File: src/verilog/ssr_map.vh
// register selectors, field positions and widths of the status reporting block
`ifndef SSR_MAP_VH
`define SSR_MAP_VH
`define SSR_REG_W        16
`define SSR_BYTE_W       8
`define SSR_SEL_W        4
// register selectors on the access port
`define SSR_SEL_SBY      4'h0
`define SSR_SEL_RQM      4'h1
`define SSR_SEL_SEV      4'h2
`define SSR_SEL_SEM      4'h3
`define SSR_SEL_OPC      4'h4
`define SSR_SEL_OPP      4'h5
`define SSR_SEL_OPN      4'h6
`define SSR_SEL_OPE      4'h7
`define SSR_SEL_OPV      4'h8
`define SSR_SEL_QUC      4'h9
`define SSR_SEL_QUP      4'hA
`define SSR_SEL_QUN      4'hB
`define SSR_SEL_QUE      4'hC
`define SSR_SEL_QUV      4'hD
// status byte bit positions
`define SSR_BIT_ERR      2
`define SSR_BIT_QUES     3
`define SSR_BIT_MSG      4
`define SSR_BIT_SES      5
`define SSR_BIT_MST      6
`define SSR_BIT_OPER     7
// bit 15 of every 16-bit part forced to zero
`define SSR_PART_MASK    16'h7FFF
`define SSR_ZERO16       16'h0000
`define SSR_ZERO8        8'h00
`define SSR_RQ_KEEP      8'hBF
`endif

File: src/verilog/ssr_status_reporting.v
// hierarchical status reporting: operation, questionable, event, status byte
`include "ssr_map.vh"
module ssr_status_reporting #(
    parameter REG_W  = `SSR_REG_W,
    parameter BYTE_W = `SSR_BYTE_W,
    parameter SEL_W  = `SSR_SEL_W
) (
    input  wire                   clk,
    input  wire                   srst,
    input  wire [REG_W-1:0]       oper_status_in,
    input  wire [REG_W-1:0]       ques_status_in,
    input  wire [BYTE_W-1:0]      std_event_pulse,
    input  wire                   error_queue_nonempty,
    input  wire                   output_message_ready,
    input  wire                   reg_wr,
    input  wire                   reg_rd,
    input  wire [SEL_W-1:0]       reg_sel,
    input  wire [REG_W-1:0]       reg_wdata,
    output reg  [REG_W-1:0]       reg_rdata_ff,
    output reg                    service_request_ff,
    output reg  [BYTE_W-1:0]      status_summary_byte_ff
);

    // external status arrives asynchronously: two-flop synchronisers
    reg  [REG_W-1:0]  oper_s1_ff;
    reg  [REG_W-1:0]  oper_s2_ff;
    reg  [REG_W-1:0]  ques_s1_ff;
    reg  [REG_W-1:0]  ques_s2_ff;
    reg               err_s1_ff;
    reg               err_s2_ff;
    reg               msg_s1_ff;
    reg               msg_s2_ff;

    // previous condition values for edge detection
    reg  [REG_W-1:0]  oper_cond_ff;
    reg  [REG_W-1:0]  ques_cond_ff;

    reg  [REG_W-1:0]  oper_rise_ff;
    reg  [REG_W-1:0]  oper_fall_ff;
    reg  [REG_W-1:0]  oper_event_ff;
    reg  [REG_W-1:0]  oper_enable_ff;
    reg  [REG_W-1:0]  ques_rise_ff;
    reg  [REG_W-1:0]  ques_fall_ff;
    reg  [REG_W-1:0]  ques_event_ff;
    reg  [REG_W-1:0]  ques_enable_ff;
    reg  [BYTE_W-1:0] std_event_ff;
    reg  [BYTE_W-1:0] std_mask_ff;
    reg  [BYTE_W-1:0] srq_mask_ff;
    reg  [BYTE_W-1:0] sbyte_prev_ff;

    // next values
    reg  [REG_W-1:0]  nxt_oper_event;
    reg  [REG_W-1:0]  nxt_ques_event;
    reg  [BYTE_W-1:0] nxt_std_event;
    reg  [BYTE_W-1:0] nxt_sbyte;
    reg  [REG_W-1:0]  nxt_rdata;

    // summary and edge helpers
    wire [REG_W-1:0]  oper_cond;
    wire [REG_W-1:0]  ques_cond;
    wire              oper_sum;
    wire              ques_sum;
    wire              std_sum;
    wire [BYTE_W-1:0] sbyte_rise;

    // filtered transitions of one 16-bit register
    function [15:0] edge_hits;
        input [15:0] cur;
        input [15:0] prev;
        input [15:0] rise;
        input [15:0] fall;
        begin
            edge_hits = ((cur & ~prev & rise) | (~cur & prev & fall))
                        & `SSR_PART_MASK;
        end
    endfunction

    function read_of;
        input [3:0] sel;
        input [3:0] target;
        begin
            read_of = reg_rd && (sel == target);
        end
    endfunction

    function wr_of;
        input [3:0] sel;
        input [3:0] target;
        begin
            wr_of = reg_wr && (sel == target);
        end
    endfunction

    // status pins except std_event_pulse pass two flops before any logic reads them
    always @(posedge clk) begin
        if (srst) begin
            oper_s1_ff <= `SSR_ZERO16;
            oper_s2_ff <= `SSR_ZERO16;
        end else begin
            oper_s1_ff <= oper_status_in;
            oper_s2_ff <= oper_s1_ff;
        end
    end

    always @(posedge clk) begin
        if (srst) begin
            ques_s1_ff <= `SSR_ZERO16;
            ques_s2_ff <= `SSR_ZERO16;
        end else begin
            ques_s1_ff <= ques_status_in;
            ques_s2_ff <= ques_s1_ff;
        end
    end

    always @(posedge clk) begin
        if (srst) begin
            err_s1_ff <= 1'b0;
            err_s2_ff <= 1'b0;
        end else begin
            err_s1_ff <= error_queue_nonempty;
            err_s2_ff <= err_s1_ff;
        end
    end

    always @(posedge clk) begin
        if (srst) begin
            msg_s1_ff <= 1'b0;
            msg_s2_ff <= 1'b0;
        end else begin
            msg_s1_ff <= output_message_ready;
            msg_s2_ff <= msg_s1_ff;
        end
    end

    // condition parts are never stored from the bus, only followed
    assign oper_cond = oper_s2_ff & `SSR_PART_MASK;
    assign ques_cond = ques_s2_ff & `SSR_PART_MASK;

    assign oper_sum = |(oper_event_ff & oper_enable_ff);
    assign ques_sum = |(ques_event_ff & ques_enable_ff);
    assign std_sum  = |(std_event_ff & std_mask_ff);

    // each event part: clear on read first, then or in the new
    // filtered edges or event pulses, so a transition in the read cycle survives
    always @* begin
        nxt_oper_event = oper_event_ff;
        if (read_of(reg_sel, `SSR_SEL_OPV))
            nxt_oper_event = `SSR_ZERO16;
        nxt_oper_event = nxt_oper_event | edge_hits(oper_cond, oper_cond_ff,
            oper_rise_ff, oper_fall_ff);
    end

    always @* begin
        nxt_ques_event = ques_event_ff;
        if (read_of(reg_sel, `SSR_SEL_QUV))
            nxt_ques_event = `SSR_ZERO16;
        nxt_ques_event = nxt_ques_event | edge_hits(ques_cond, ques_cond_ff,
            ques_rise_ff, ques_fall_ff);
    end

    always @* begin
        nxt_std_event = std_event_ff;
        if (read_of(reg_sel, `SSR_SEL_SEV))
            nxt_std_event = `SSR_ZERO8;
        nxt_std_event = nxt_std_event | std_event_pulse;
    end

    // summaries recomputed each cycle, never stored on their own
    always @* begin
        nxt_sbyte = `SSR_ZERO8;
        nxt_sbyte[`SSR_BIT_ERR]  = err_s2_ff;
        nxt_sbyte[`SSR_BIT_QUES] = ques_sum;
        nxt_sbyte[`SSR_BIT_MSG]  = msg_s2_ff;
        nxt_sbyte[`SSR_BIT_SES]  = std_sum;
        nxt_sbyte[`SSR_BIT_OPER] = oper_sum;
        nxt_sbyte[`SSR_BIT_MST]  =
            |(nxt_sbyte & srq_mask_ff & `SSR_RQ_KEEP);
    end

    // bits that go 0->1 this cycle; bit 6 never requests service
    assign sbyte_rise = nxt_sbyte & ~sbyte_prev_ff & `SSR_RQ_KEEP;

    // unmapped selectors read zero; condition parts are never written
    always @* begin
        case (reg_sel)
            `SSR_SEL_SBY: nxt_rdata = {`SSR_ZERO8, status_summary_byte_ff};
            `SSR_SEL_RQM: nxt_rdata = {`SSR_ZERO8, srq_mask_ff};
            `SSR_SEL_SEV: nxt_rdata = {`SSR_ZERO8, std_event_ff};
            `SSR_SEL_SEM: nxt_rdata = {`SSR_ZERO8, std_mask_ff};
            `SSR_SEL_OPC: nxt_rdata = oper_cond;
            `SSR_SEL_OPP: nxt_rdata = oper_rise_ff;
            `SSR_SEL_OPN: nxt_rdata = oper_fall_ff;
            `SSR_SEL_OPE: nxt_rdata = oper_enable_ff;
            `SSR_SEL_OPV: nxt_rdata = oper_event_ff;
            `SSR_SEL_QUC: nxt_rdata = ques_cond;
            `SSR_SEL_QUP: nxt_rdata = ques_rise_ff;
            `SSR_SEL_QUN: nxt_rdata = ques_fall_ff;
            `SSR_SEL_QUE: nxt_rdata = ques_enable_ff;
            `SSR_SEL_QUV: nxt_rdata = ques_event_ff;
            default:      nxt_rdata = `SSR_ZERO16;
        endcase
    end

    // condition history feeds the edge detectors
    always @(posedge clk) begin
        if (srst) begin
            oper_cond_ff  <= `SSR_ZERO16;
            oper_event_ff <= `SSR_ZERO16;
        end else begin
            oper_cond_ff  <= oper_cond;
            oper_event_ff <= nxt_oper_event;
        end
    end

    always @(posedge clk) begin
        if (srst) begin
            ques_cond_ff  <= `SSR_ZERO16;
            ques_event_ff <= `SSR_ZERO16;
        end else begin
            ques_cond_ff  <= ques_cond;
            ques_event_ff <= nxt_ques_event;
        end
    end

    always @(posedge clk) begin
        if (srst)
            std_event_ff <= `SSR_ZERO8;
        else
            std_event_ff <= nxt_std_event;
    end

    // rising filters start open so every 0->1 edge is caught
    always @(posedge clk) begin
        if (srst)
            oper_rise_ff <= `SSR_PART_MASK;
        else if (wr_of(reg_sel, `SSR_SEL_OPP))
            oper_rise_ff <= reg_wdata & `SSR_PART_MASK;
    end

    always @(posedge clk) begin
        if (srst)
            ques_rise_ff <= `SSR_PART_MASK;
        else if (wr_of(reg_sel, `SSR_SEL_QUP))
            ques_rise_ff <= reg_wdata & `SSR_PART_MASK;
    end

    // falling filters start closed
    always @(posedge clk) begin
        if (srst)
            oper_fall_ff <= `SSR_ZERO16;
        else if (wr_of(reg_sel, `SSR_SEL_OPN))
            oper_fall_ff <= reg_wdata & `SSR_PART_MASK;
    end

    always @(posedge clk) begin
        if (srst)
            ques_fall_ff <= `SSR_ZERO16;
        else if (wr_of(reg_sel, `SSR_SEL_QUN))
            ques_fall_ff <= reg_wdata & `SSR_PART_MASK;
    end

    // enables start closed: no summary until software opts in
    always @(posedge clk) begin
        if (srst)
            oper_enable_ff <= `SSR_ZERO16;
        else if (wr_of(reg_sel, `SSR_SEL_OPE))
            oper_enable_ff <= reg_wdata & `SSR_PART_MASK;
    end

    always @(posedge clk) begin
        if (srst)
            ques_enable_ff <= `SSR_ZERO16;
        else if (wr_of(reg_sel, `SSR_SEL_QUE))
            ques_enable_ff <= reg_wdata & `SSR_PART_MASK;
    end

    // 8-bit masks take the low byte of the write data
    always @(posedge clk) begin
        if (srst)
            std_mask_ff <= `SSR_ZERO8;
        else if (wr_of(reg_sel, `SSR_SEL_SEM))
            std_mask_ff <= reg_wdata[BYTE_W-1:0];
    end

    always @(posedge clk) begin
        if (srst)
            srq_mask_ff <= `SSR_ZERO8;
        else if (wr_of(reg_sel, `SSR_SEL_RQM))
            srq_mask_ff <= reg_wdata[BYTE_W-1:0];
    end

    // previous byte kept for service request edge detection
    always @(posedge clk) begin
        if (srst) begin
            status_summary_byte_ff <= `SSR_ZERO8;
            sbyte_prev_ff          <= `SSR_ZERO8;
        end else begin
            status_summary_byte_ff <= nxt_sbyte;
            sbyte_prev_ff          <= nxt_sbyte;
        end
    end

    // one-cycle pulse in each cycle with an enabled 0->1 status byte edge
    always @(posedge clk) begin
        if (srst)
            service_request_ff <= 1'b0;
        else
            service_request_ff <= |(sbyte_rise & srq_mask_ff);
    end

    // read answer holds the contents from before any read clear
    always @(posedge clk) begin
        if (srst)
            reg_rdata_ff <= `SSR_ZERO16;
        else
            reg_rdata_ff <= nxt_rdata;
    end

endmodule // ssr_status_reporting
File: config.mk
export PLATFORM = sky130hd
export DESIGN_NAME = ssr_status_reporting
export DESIGN_NICKNAME = d
export VERILOG_FILES = /design/src/verilog/ssr_status_reporting.v
export VERILOG_INCLUDE_DIRS = /design/src /design/src/verilog
export SDC_FILE = /design/constraint.sdc
export NUM_CORES = 1
export LEC_CHECK = 0
export ABC_AREA = 1
export BUFFER_PORTS_ARGS = -buffer_cell sky130_fd_sc_hd__buf_2
export CORE_MARGIN = 4
export CORE_UTILIZATION = 50
export CTS_CLUSTER_DIAMETER = 60
export DETAILED_ROUTE_END_ITERATION = 7
export GPL_TIMING_DRIVEN = 0
export PLACE_DENSITY = 0.69
export SYNTH_ARGS = -nofsm -noshare
export SYNTH_HDL_FRONTEND = slang
export SYNTH_SLANG_ARGS = --single-unit
export TNS_END_PERCENT = 5
File: constraint.sdc
create_clock -name clk -period 2.9 [get_ports clk]
set_input_delay 0.58 -clock clk [delete_from_list [all_inputs] [get_ports clk]]
set_output_delay 0.58 -clock clk [all_outputs]
set_load 0.03 [all_outputs]
* Word-level counts from Yosys, hierarchy flattened
Index checks and enable logic that the tools add are counted.
** Operators by class
- Equal/unequal tests :: 13
- Reduce and logical (&&, ||, !) cells :: 17
- Multiplexer cells :: 4
- Bitwise logic cells :: 24
** Operators with widths (number)
- 16-bit one-hot mux with 14 select lines :: 1
- 15-bit AND :: 8
- 15-bit inverter :: 4
- 16-bit by 15-bit AND with 16-bit output :: 2
- 8-bit AND :: 4
- 16-bit two-way mux :: 2
- 16-bit by 15-bit bitwise OR with 16-bit output :: 2
- 16-bit OR reduction :: 2
- 15-bit bitwise OR :: 2
- 4-bit == test, second input constant :: 6
- 4-bit by 3-bit == test with 1-bit output, second input constant :: 4
- 8-bit OR reduction :: 2
- 1-bit logical AND :: 11
- 4-bit by 2-bit == test with 1-bit output, second input constant :: 2
- 8-bit two-way mux :: 1
- 8-bit inverter :: 1
- 8-bit bitwise OR :: 1
- 7-bit OR reduction :: 1
- 4-bit by 1-bit == test with 1-bit output, second input constant :: 1
- 4-bit zero test :: 1
** Word-level totals
- Bits of input ports :: 66
- Bits in registers :: 265
- Logic and storage cells :: 83
- Output and inout port bits :: 25

* Depth between registers and ports, before layout
Gate-level depths: netlist (run 1).
- Depth after elaboration :: 7
- Mapped depth :: 10
- Mapped depth without buffers :: 10

* Worst setup path after synthesis (run 1)
Ideal clock, no wire load.
- Path type :: input port to flip-flop
- From :: input port reg_sel[1]
- To :: register reg_rdata_ff[5]
- Stages :: 9
- Data arrival time :: 1570 ps
- Path slack :: 1203 ps
- Data required time :: 2772 ps
- Cells stage by stage :: buf_2 -> nor2_4 -> nand2_1 -> clkbuf_1 -> o21ai_0 -> nor2_1 -> nand2_1 -> nor2_1 -> nor2_1
** Between the ends
- Cells in the longest elaborated chain, start to end :: 2
- Elaborated cells between the ends (all ways) :: 15
- Those cells by class :: 13 x eq/ne; 1 x mux; 1 x reduce/logical
** RTL lines
- from (decl) :: line ssr_status_reporting.v:17 : input wire [SEL_W-1:0] reg_sel,
- 4-bit == test (tied with other cells) :: line ssr_status_reporting.v:185 : case (reg_sel)
- 16-bit one-hot mux with 14 select lines (*) :: line ssr_status_reporting.v:185
- to (signal assigned) :: line ssr_status_reporting.v:314 : reg_rdata_ff <= `SSR_ZERO16;
- to (signal assigned) :: line ssr_status_reporting.v:316 : reg_rdata_ff <= nxt_rdata;
- to (decl) :: line ssr_status_reporting.v:19 : output reg [REG_W-1:0] reg_rdata_ff,
Mark *: on every way between the ends. The rest lies on a longest branch, timed or not.
A chain may end at the register's enable or synchronous reset.

* Final worst setup path (run 1)
- From :: input port reg_sel[1]
- To :: register reg_rdata_ff[6]
The elaborated chain is that of the path after synthesis.

==> flow_metrics.tcl, run 1 <==
set metrics [dict create \
    cp_max_fo 10 \
    fmax_mhz 549 \
    area_growth_pct 16.3 \
    place_worst_setup_slack_ns 0.620 \
    clk_path_buf_depth 3 \
    via_count 9376 \
    hp-class "primary input to flop" \
    dr.pass1.iters 5 \
    grt-ovfl-total 0 \
    path_clk_slew_ns 0.06 \
    grt_pass1_vias 8818 \
    critical_path_arrival_ns 2.28 \
    drc 0 \
    synthCells 1388 \
    viasPerCell 5.26 \
    synth.most_common_cell "dfxtp_1" \
    fillers 1837 \
    synth_area_per_cell_um2 7.33 \
    cts_hold_buf 0 \
    path_class "primary input to flop" \
    peakVddDrop_mv 0.581 \
    die_area_mm2 0.0227 \
    core_mm2 0.0197 \
    setup_violations 0 \
    yosys.cell_types.count 25 \
    ant_nets 0 \
    period_minus_slack_ns 1.82 \
    cp_slowest_cell "o22ai_1" \
    antenna_cells 0 \
    synth_flop_cell "dfxtp_1" \
    row_count 51 \
    nNetsFinal 1567 \
    leakage_nw 5.11 \
    synth_edf_count 0 \
    post-dp-hpwl_um 21600 \
    avgRoutedWirePerCell_um 16.4 \
    tightest_slew_ns 0.836 \
    setup_ws_ns 1.08 \
    die_h_um 151 \
    end_kind "flop" \
    grt_setup_unrepaired "no" \
    cp_common_cell "nor2_1" \
    slew-limit-headroom_pct 44.3 \
    tns_ns 0 \
    syn-cell-area_mm2 0.0102 \
    gp_congestion 0.933 \
    cts_inserted_buffers 27 \
    cts_htree_levels 1 \
    grt_max_degree 14 \
    initial_utilization_pct 51.6 \
    cts-root-buf "clkbuf_16" \
    antenna_found_initial 2 \
    maxCapViolCount 0 \
    synth_top_area_share_pct 51.1 \
    ys_warn_count 0 \
    worstSetupStartpointType "primary input" \
    synthArstFlopShare_pct 0 \
    fin_area_mm2 0.0118 \
    synth_top_cell_by_area "dfxtp_1" \
    cts_sinks 260 \
    grt_pass1_wl_um 46200 \
    wirelength_um 29300 \
    grt_usage_pct 26.2 \
    placed_cell_area_mm2 0.0109 \
    yosysSeqAreaShare_pct 51.1 \
    io_pins 91 \
    postCtsSetupBuffers 0 \
    worstPathRequired_ns 3.36 \
    powerDensity_mw_per_mm2 667 \
    worst_clock_skew_ns 0.0260 \
    synth.area.top_cells "dfxtp_1 51%, inv_1 8.3%, nand2_1 7.6%, nor2_1 7.2%, o21ai_0 6.1%" \
    critical-path-max-stage-delay_ns 0.38 \
    crit_family "simple AND/OR/NAND/NOR gates" \
    ys_ff_latch 260 \
    power_w 0.00790 \
    drt_iter0_markers 881 \
    holdWs_ns 0.235 \
    status "finished clean" \
    slew_violations 0 \
    die_w_um 151 \
    path_cells "buf_2 -> nor2_4 -> nand2_1 -> buf_2 -> o22ai_1 -> nor2_1 -> nand2_1 -> nor2_1 -> nor2_1" \
    period_share_pct 62.9 \
    drive_gt1_share_pct 10.0 \
    cts_tree "yes" \
    portBuffers 82 \
    path_buf_inv 2 \
    cts_resized 0 \
    insertion_delay_ns 0.55 \
    final-hold-violation-count 0 \
    synth_common_cells "260 x dfxtp_1, 224 x inv_1, 206 x nand2_1" \
]
==> cell type report <==
type | count | area (µm²) | share of cell area, %
Buffer | 67 | 290 | 2.45
Clock buffer | 40 | 744 | 6.29
Clock inverter | 7 | 168 | 1.42
Inverter | 230 | 863 | 7.29
Multi-Input combinational cell | 833 | 3830 | 32.3
Sequential cell | 260 | 5200 | 44.0
Tap cell | 265 | 332 | 2.80
Timing Repair Buffer | 82 | 410 | 3.47
==> path summary, 6_finish.rpt <==
path	from	endpoint	slack [ns]	cells after the start
hold / removal	ques_status_in[11]	ques_s1_ff[11]	0.24	3
setup reg to reg	ques_event_ff[11]	service_request_ff	1.50	10
hold reg to reg	oper_s1_ff[12]	oper_s2_ff[12]	0.40	2
setup / recovery	reg_sel[1]	reg_rdata_ff[6]	1.08	9
==> logic make-up after synthesis <==
logic type / after synthesis / synth area share (%)
simple gates: 509 / 20.8
compound gates: 321 / 16.7
buf+inv: 297 / 11.3
flops: 260 / 51.1
other cells: 1 / 0.0368
==> layer usage <==
metal	part of all wire [%]	wire length (µm)	GRT usage, %	up-vias
li1	-	-	-	4639
met1	42	12300	34.2	4273
met2	45	13300	43.2	382
met3	9.0	2640	5.42	78
met4	3.7	1080	8.93	4
met5	0.085	25	0	-
==> per-stage QoR <==
step / instances / utilization (%)
floorplan: 1390 / -
global placement: 1737 / 55.4
detailed placement: 1737 / 55.4
CTS: 1784 / 60.0
global route: 1784 / 60.0
finish: 1784 / 60.0
==> worst min-delay path: cells and delay by family <==
family	cells	cell delay, ns
buf+inv	2	0.10
simple gates	1	0.06
==> power breakdown <==
group / internal [W] / total, W / switching [W]
registers: 0.00370 / 0.00377 / 0.0000699
clock network: 0.00221 / 0.00359 / 0.00138
logic: 0.000161 / 0.000537 / 0.000376
total: 0.00607 / 0.00790 / 0.00183
==> layout by cell type, fill, tap and decap left out <==
cell	n
a31oi_1	30
nand2_1	206
conb_1	3
a21oi_1	114
inv_6	1
nor3_1	1
nand3b_1	7
dfxtp_1	260
nor2_2	1
nor3_4	1
buf_2	95
nand4_1	4
nand3_1	87
o21ai_1	11
o21ai_0	124
bufinv_16	5
clkbuf_16	27
clkinv_1	1
o22ai_1	41
inv_2	5
nor2_4	5
clkbuf_1	58
buf_4	6
nand2_2	3
o22a_1	1
buf_1	1
clkinv_4	1
clkbuf_8	2
nor2_1	194
inv_1	224
Power figures use the tool's default switching activity.
==> run 2: changes to the inputs <==
==> constraint.sdc (replaced) <==
create_clock -name clk -period 1.7 [get_ports clk]
set_input_delay 0.34 -clock clk [delete_from_list [all_inputs] [get_ports clk]]
set_output_delay 0.34 -clock clk [all_outputs]
set_load 0.03 [all_outputs]
==> flow_metrics.tcl, run 2 (same netlist as run 1, synthesis figures left out) <==
set metrics [dict create \
    status "finished clean" \
    peakVddDrop_mv 0.986 \
    slew-limit-headroom_pct 43.6 \
    worstHoldStart "oper_status_in[2]" \
    worstPathRequired_ns 2.16 \
    path_cells "buf_2 -> nor2_4 -> nand2_1 -> buf_2 -> o22ai_1 -> nor2_1 -> nand2_1 -> nor2_1 -> nor2_1" \
    utilization_pct 61.1 \
    fin_area_mm2 0.0120 \
    row_count 51 \
    die_area_mm2 0.0227 \
    critical_path_arrival_ns 2.02 \
    cp_max_fo 10 \
    worst_clock_skew_ns 0.0206 \
    grt_setup_unrepaired "no" \
    use_met2_pct 43.6 \
    setup_violations 0 \
    leakage_nw 5.20 \
    wirelength_um 29600 \
    maxCapViolCount 0 \
    die_w_um 151 \
    tns_ns 0 \
    r2r.worst_path.cells 10 \
    cts_sinks 260 \
    rr_endpoint "service_request_ff" \
    dp_cells 1737 \
    drt_iter0_markers 897 \
    worstSetupStartpointType "primary input" \
    cts_inserted_buffers 27 \
    gp_congestion 0.933 \
    slew_violations 0 \
    fmax_mhz 638 \
    viasPerCell 5.23 \
    gr-usage-met1_pct 34.5 \
    cp_common_cell "nor2_1" \
    io_pins 91 \
    grt_max_degree 14 \
    layout_commonest_cell "dfxtp_1" \
    antenna_found_initial 2 \
    initial_utilization_pct 51.6 \
    portBuffers 82 \
    powerDensity_mw_per_mm2 1120 \
    grt_usage_pct 26.4 \
    holdPathEnd "oper_s1_ff[2]" \
    cts_htree_levels 1 \
    tightest_slew_ns 0.846 \
    hp-class "primary input to flop" \
    end_kind "flop" \
    grt_pass1_vias 8927 \
    cp_slowest_cell "o22ai_1" \
    ant_nets 0 \
    period_minus_slack_ns 1.57 \
    final_cell_mix "260 x dfxtp_1, 224 x inv_1, 206 x nand2_1" \
    avgRoutedWirePerCell_um 16.4 \
    drive_gt1_share_pct 9.94 \
    clk_path_buf_depth 3 \
    cts-root-buf "clkbuf_16" \
    power_w 0.0135 \
    drc 0 \
    cts_tree "yes" \
    final-hold-violation-count 0 \
    post-dp-hpwl_um 21600 \
    path_class "primary input to flop" \
    placed_cell_area_mm2 0.0109 \
    period_share_pct 92.1 \
    area_growth_pct 18.4 \
    antenna_cells 0 \
    fin_cells 1804 \
    critical-path-max-stage-delay_ns 0.40 \
    grt_pass1_wl_um 46700 \
    die_h_um 151 \
    reg2reg_slack_ns 0.28 \
    core_mm2 0.0197 \
    path_clk_slew_ns 0.06 \
    nNetsFinal 1587 \
    gr-usage-met3_pct 5.42 \
    insertion_delay_ns 0.54 \
    fillers 1821 \
    hold_depth 3 \
    worstReg2RegStart "ques_event_ff[11]" \
    grt-ovfl-total 0 \
    via_count 9430 \
    top_usage_layer "met2" \
    dr.pass1.iters 7 \
]
run 2: metal layers:
metal | vias up | wire length, µm
li1 | 4677 | -
met1 | 4285 | 12300
met2 | 390 | 13500
met3 | 74 | 2740
met4 | 4 | 1060
met5 | - | 25
run 2: power by group:
part | switching [W] | internal, W | total, W | leakage [nW]
clock | 0.00236 | 0.00377 | 0.00613 | 0.439
combinational | 0.000649 | 0.000305 | 0.000953 | 2.63
sequential | 0.000120 | 0.00631 | 0.00643 | 2.12
run 2: through the flow:
stage,hold WS (ns),setup WS [ns]
2_1_floorplan,0.388,0.243
3_3_place_gp,0.389,-0.306
3_5_place_dp,0.392,-0.340
4_1_cts,0.00694,0.218
5_1_grt,0.0174,0.0384
6_report,0.0145,0.134
run 2: worst max path at each step:
stage                     startpoint              end  slack, ns  depth (start not counted)
after global routing      reg_sel[1]  reg_rdata_ff[7]       0.04                          9
after global placement    reg_sel[3]  reg_rdata_ff[8]      -0.31                         10
final                     reg_sel[1]  reg_rdata_ff[7]       0.13                          9
after CTS                 reg_sel[1]  reg_rdata_ff[6]       0.22                          9
after floorplan           reg_sel[1]  reg_rdata_ff[5]       0.24                          9
after detailed placement        srst   ques_s1_ff[12]      -0.34                          4
run 2: critical path: cells and delay by family:
| family | cells | cell delay, ns |
|---|---|---|
| AO/OA/AOI/OAI | 1 | 0.40 |
| buffers and inverters | 2 | 0.45 |
| AND/OR/NAND/NOR | 6 | 0.83 |
run 2: cell type report:
class                   count  area (µm²)  area share (%)
flip-flops and latches    260        5200            43.2
multi-input cells         833        3830            31.8
inverters                 230         863            7.17
clock buffers              40         744            6.18
repair buffers            102         611            5.07
well taps                 265         332            2.75
plain buffers              67         290            2.41
clock inverters             7         168            1.39
run 2: timing repair:
action / in CTS / in global routing
hold buffers: 20 / 0
gates resized for setup: 0 / 1
hold endpoints to repair: 20 / 0
setup buffers: 0 / 0
setup endpoints to repair: 0 / 1
==> run 3: changes to the inputs <==
--- a/config.mk
+++ b/config.mk
@@ -6,7 +6,7 @@
 export SDC_FILE = /design/constraint.sdc
 export NUM_CORES = 1
 export LEC_CHECK = 0
-export ABC_AREA = 1
+export ABC_AREA = 0
 export BUFFER_PORTS_ARGS = -buffer_cell sky130_fd_sc_hd__buf_2
 export CORE_MARGIN = 4
 export CORE_UTILIZATION = 50
==> flow_metrics.tcl, run 3 <==
set metrics [dict create \
    status "complete, but fails checks" \
    violations "setup timing" \
    synth_common_cells "260 x dfxtp_1, 224 x nand2_1, 105 x a21oi_1" \
    initial_utilization_pct 51.0 \
    cts_tree "yes" \
    p_clk_share_pct 44.8 \
    grt_usage_pct 30.3 \
    netSwitchingFraction_pct 24.6 \
    place_worst_setup_slack_ns -0.609 \
    yosysSeqAreaShare_pct 50.3 \
    worstSetupStartpointType "primary input" \
    synth_area_per_cell_um2 8.97 \
    synth_edf_count 0 \
    area_growth_pct 18.0 \
    rr_endpoint "sbyte_prev_ff[6]" \
    synth-xor-area-share_pct 0 \
    synth-simple-area-share_pct 25.9 \
    slew-limit-headroom_pct 46.2 \
    io_pins 91 \
    endpoint "oper_event_ff[12]" \
    muxShareOfSynthArea_pct 2.48 \
    dr.pass1.iters 6 \
    syn-cell-area_mm2 0.0104 \
    p_switching_w 0.00333 \
    peakVddDrop_mv 0.916 \
    worstReg2RegStart "std_event_ff[1]" \
    ant_nets 0 \
    dp_cells 1503 \
    drt_iter0_markers 1084 \
    yosys.cell_types.count 63 \
    cts_inserted_buffers 28 \
    ys_warn_count 0 \
    tightest_slew_ns 0.807 \
    combPwrFrac_pct 7.3 \
    worst_clock_skew_ns 0.0204 \
    synthArstFlopShare_pct 0 \
    clk_path_buf_depth 3 \
    core_mm2 0.0203 \
    hp-class "primary input to flop" \
    synth.area.top_cells "dfxtp_1 50%, nand2_1 8.1%, nor2b_1 6.2%, a21oi_1 5.1%, nand3b_1 4.7%" \
    period_minus_slack_ns 1.71 \
    via_count 9312 \
    insertion_delay_ns 0.56 \
    final-hold-violation-count 0 \
    period_share_pct 101 \
    crit_start "srst" \
    die_h_um 152 \
    row_count 52 \
    fmax_mhz 584 \
    utilization_pct 60.2 \
    grt_max_degree 15 \
    synthCells 1155 \
    wirelength_um 36200 \
    r2r.worst_path.cells 4 \
    die_w_um 152 \
    placed_cell_area_mm2 0.0111 \
    drive_gt1_share_pct 14.7 \
    fin_cells 1575 \
    cp_max_fo 10 \
    antenna_found_initial 0 \
    cts-root-buf "clkbuf_16" \
    multi_input_area_mm2 0.00464 \
    synth_flop_cell "dfxtp_1" \
    synth_compound_gate_area_share_pct 16.3 \
    final_cell_mix "260 x dfxtp_1, 224 x nand2_1, 105 x a21oi_1" \
    reg2reg_slack_ns 0.08 \
    grt_pass1_wl_um 54600 \
    postCtsSetupBuffers 0 \
    ys_ff_latch 260 \
    worstPathRequired_ns 2.11 \
    slew_violations 0 \
    portBuffers 76 \
    grt-ovfl-total 0 \
    viasPerCell 5.91 \
    grt_setup_unrepaired "yes" \
    synth_top_family_by_area "simple AND/OR/NAND/NOR gates" \
    antenna_cells 0 \
    end_kind "flop" \
    setup_violations 2 \
    cts_htree_levels 1 \
    post-dp-hpwl_um 26400 \
    drc 0 \
    synth_top_cell_by_area "dfxtp_1" \
    critical_path_arrival_ns 2.12 \
    holdWs_ns 0.00392 \
    die_area_mm2 0.0231 \
    setup_ws_ns -0.0132 \
    grt_pass1_vias 8758 \
    path_class "primary input to flop" \
    synth_fa_ha_area_share_pct 0 \
    layout_commonest_cell "dfxtp_1" \
    synth.most_common_cell "dfxtp_1" \
    maxCapViolCount 0 \
    avgRoutedWirePerCell_um 23.0 \
    path_clk_slew_ns 0.06 \
    fillers 1840 \
    powerDensity_mw_per_mm2 1110 \
    leakage_nw 4.74 \
    gp_congestion 0.987 \
    intPower_w 0.0102 \
    fin_area_mm2 0.0122 \
    synth_top_area_share_pct 50.3 \
    nNetsFinal 1352 \
    cts_sinks 260 \
    power_frac_seq_pct 47.9 \
    seq_area_mm2 0.00520 \
]
run 3: cell count changes after synthesis, moves of 58 or more:
cell,delta
inv_1,-220
nand3_1,-76
o21ai_0,-87
nor2_1,-132
nor2b_1,+103
nand3b_1,+58
run 3: metal layers:
metal  track usage (%)  up-vias  part of all wire (%)
met1              41.7     4425                    41
li1                  -     4268                     -
met3              6.97       84                    11
met2              47.7      535                    44
met5                 0        -                     0
met4              9.50        0                   3.5
run 3: power groups by stage:
stage | logic (W) | registers, W | clock network (W)
finish | 0.000989 | 0.00647 | 0.00605
global route | 0.00106 | 0.00648 | 0.00633
CTS | 0.000968 | 0.00646 | 0.00608
detailed placement | 0.000924 | 0.00659 | 0
global placement | 0.000914 | 0.00659 | 0
floorplan | 0.000545 | 0.00655 | 0
run 3: stage by stage:
stage	TNS (ns)	power (W)
after global placement	-35.11	0.00751
after CTS	0	0.0135
after global routing	-0.0179	0.0139
after detailed placement	-36.87	0.00752
final	-0.0198	0.0135
after floorplan	0	0.00709
run 3: final cells by class:
type	instances	share of cell area, %
Timing Repair Buffer	99	5.00
Multi-Input combinational cell	803	38.0
Inverter	5	0.154
Sequential cell	260	42.6
Tap cell	270	2.76
Buffer	89	4.14
Clock inverter	12	1.04
Clock buffer	37	6.35
run 3: worst min-delay path by stage:
stage                  startpoint        endpoint  depth (start not counted)
2_1_floorplan           err_s1_ff       err_s2_ff                          1
4_1_cts         ques_status_in[8]   ques_s1_ff[8]                          2
5_1_grt         ques_status_in[8]   ques_s1_ff[8]                          2
3_5_place_dp        ques_s1_ff[1]   ques_s2_ff[1]                          1
3_3_place_gp        oper_s1_ff[5]   oper_s2_ff[5]                          1
6_report       oper_status_in[13]  oper_s1_ff[13]                          2
run 3: critical path: stages:
cell and delay (ns):
buf_2 0.14, clkbuf_1 0.38, clkbuf_1 0.58, clkbuf_1 0.55, nor2_1 0.12
run 3: cells by family after synthesis:
family	after synthesis
compound gates	263
buf+inv	94
flops	260
mux	25
other cells	1
simple gates	512
run 3: timing repair:
| item | in CTS | in global routing |
|---|---|---|
| gates resized for setup | 1 | 4 |
| hold buffers | 23 | 0 |
| endpoints found under the hold margin | 23 | 0 |
| pin swaps | 0 | 0 |
| setup endpoints to repair | 7 | 15 |
| cloned | 0 | 0 |
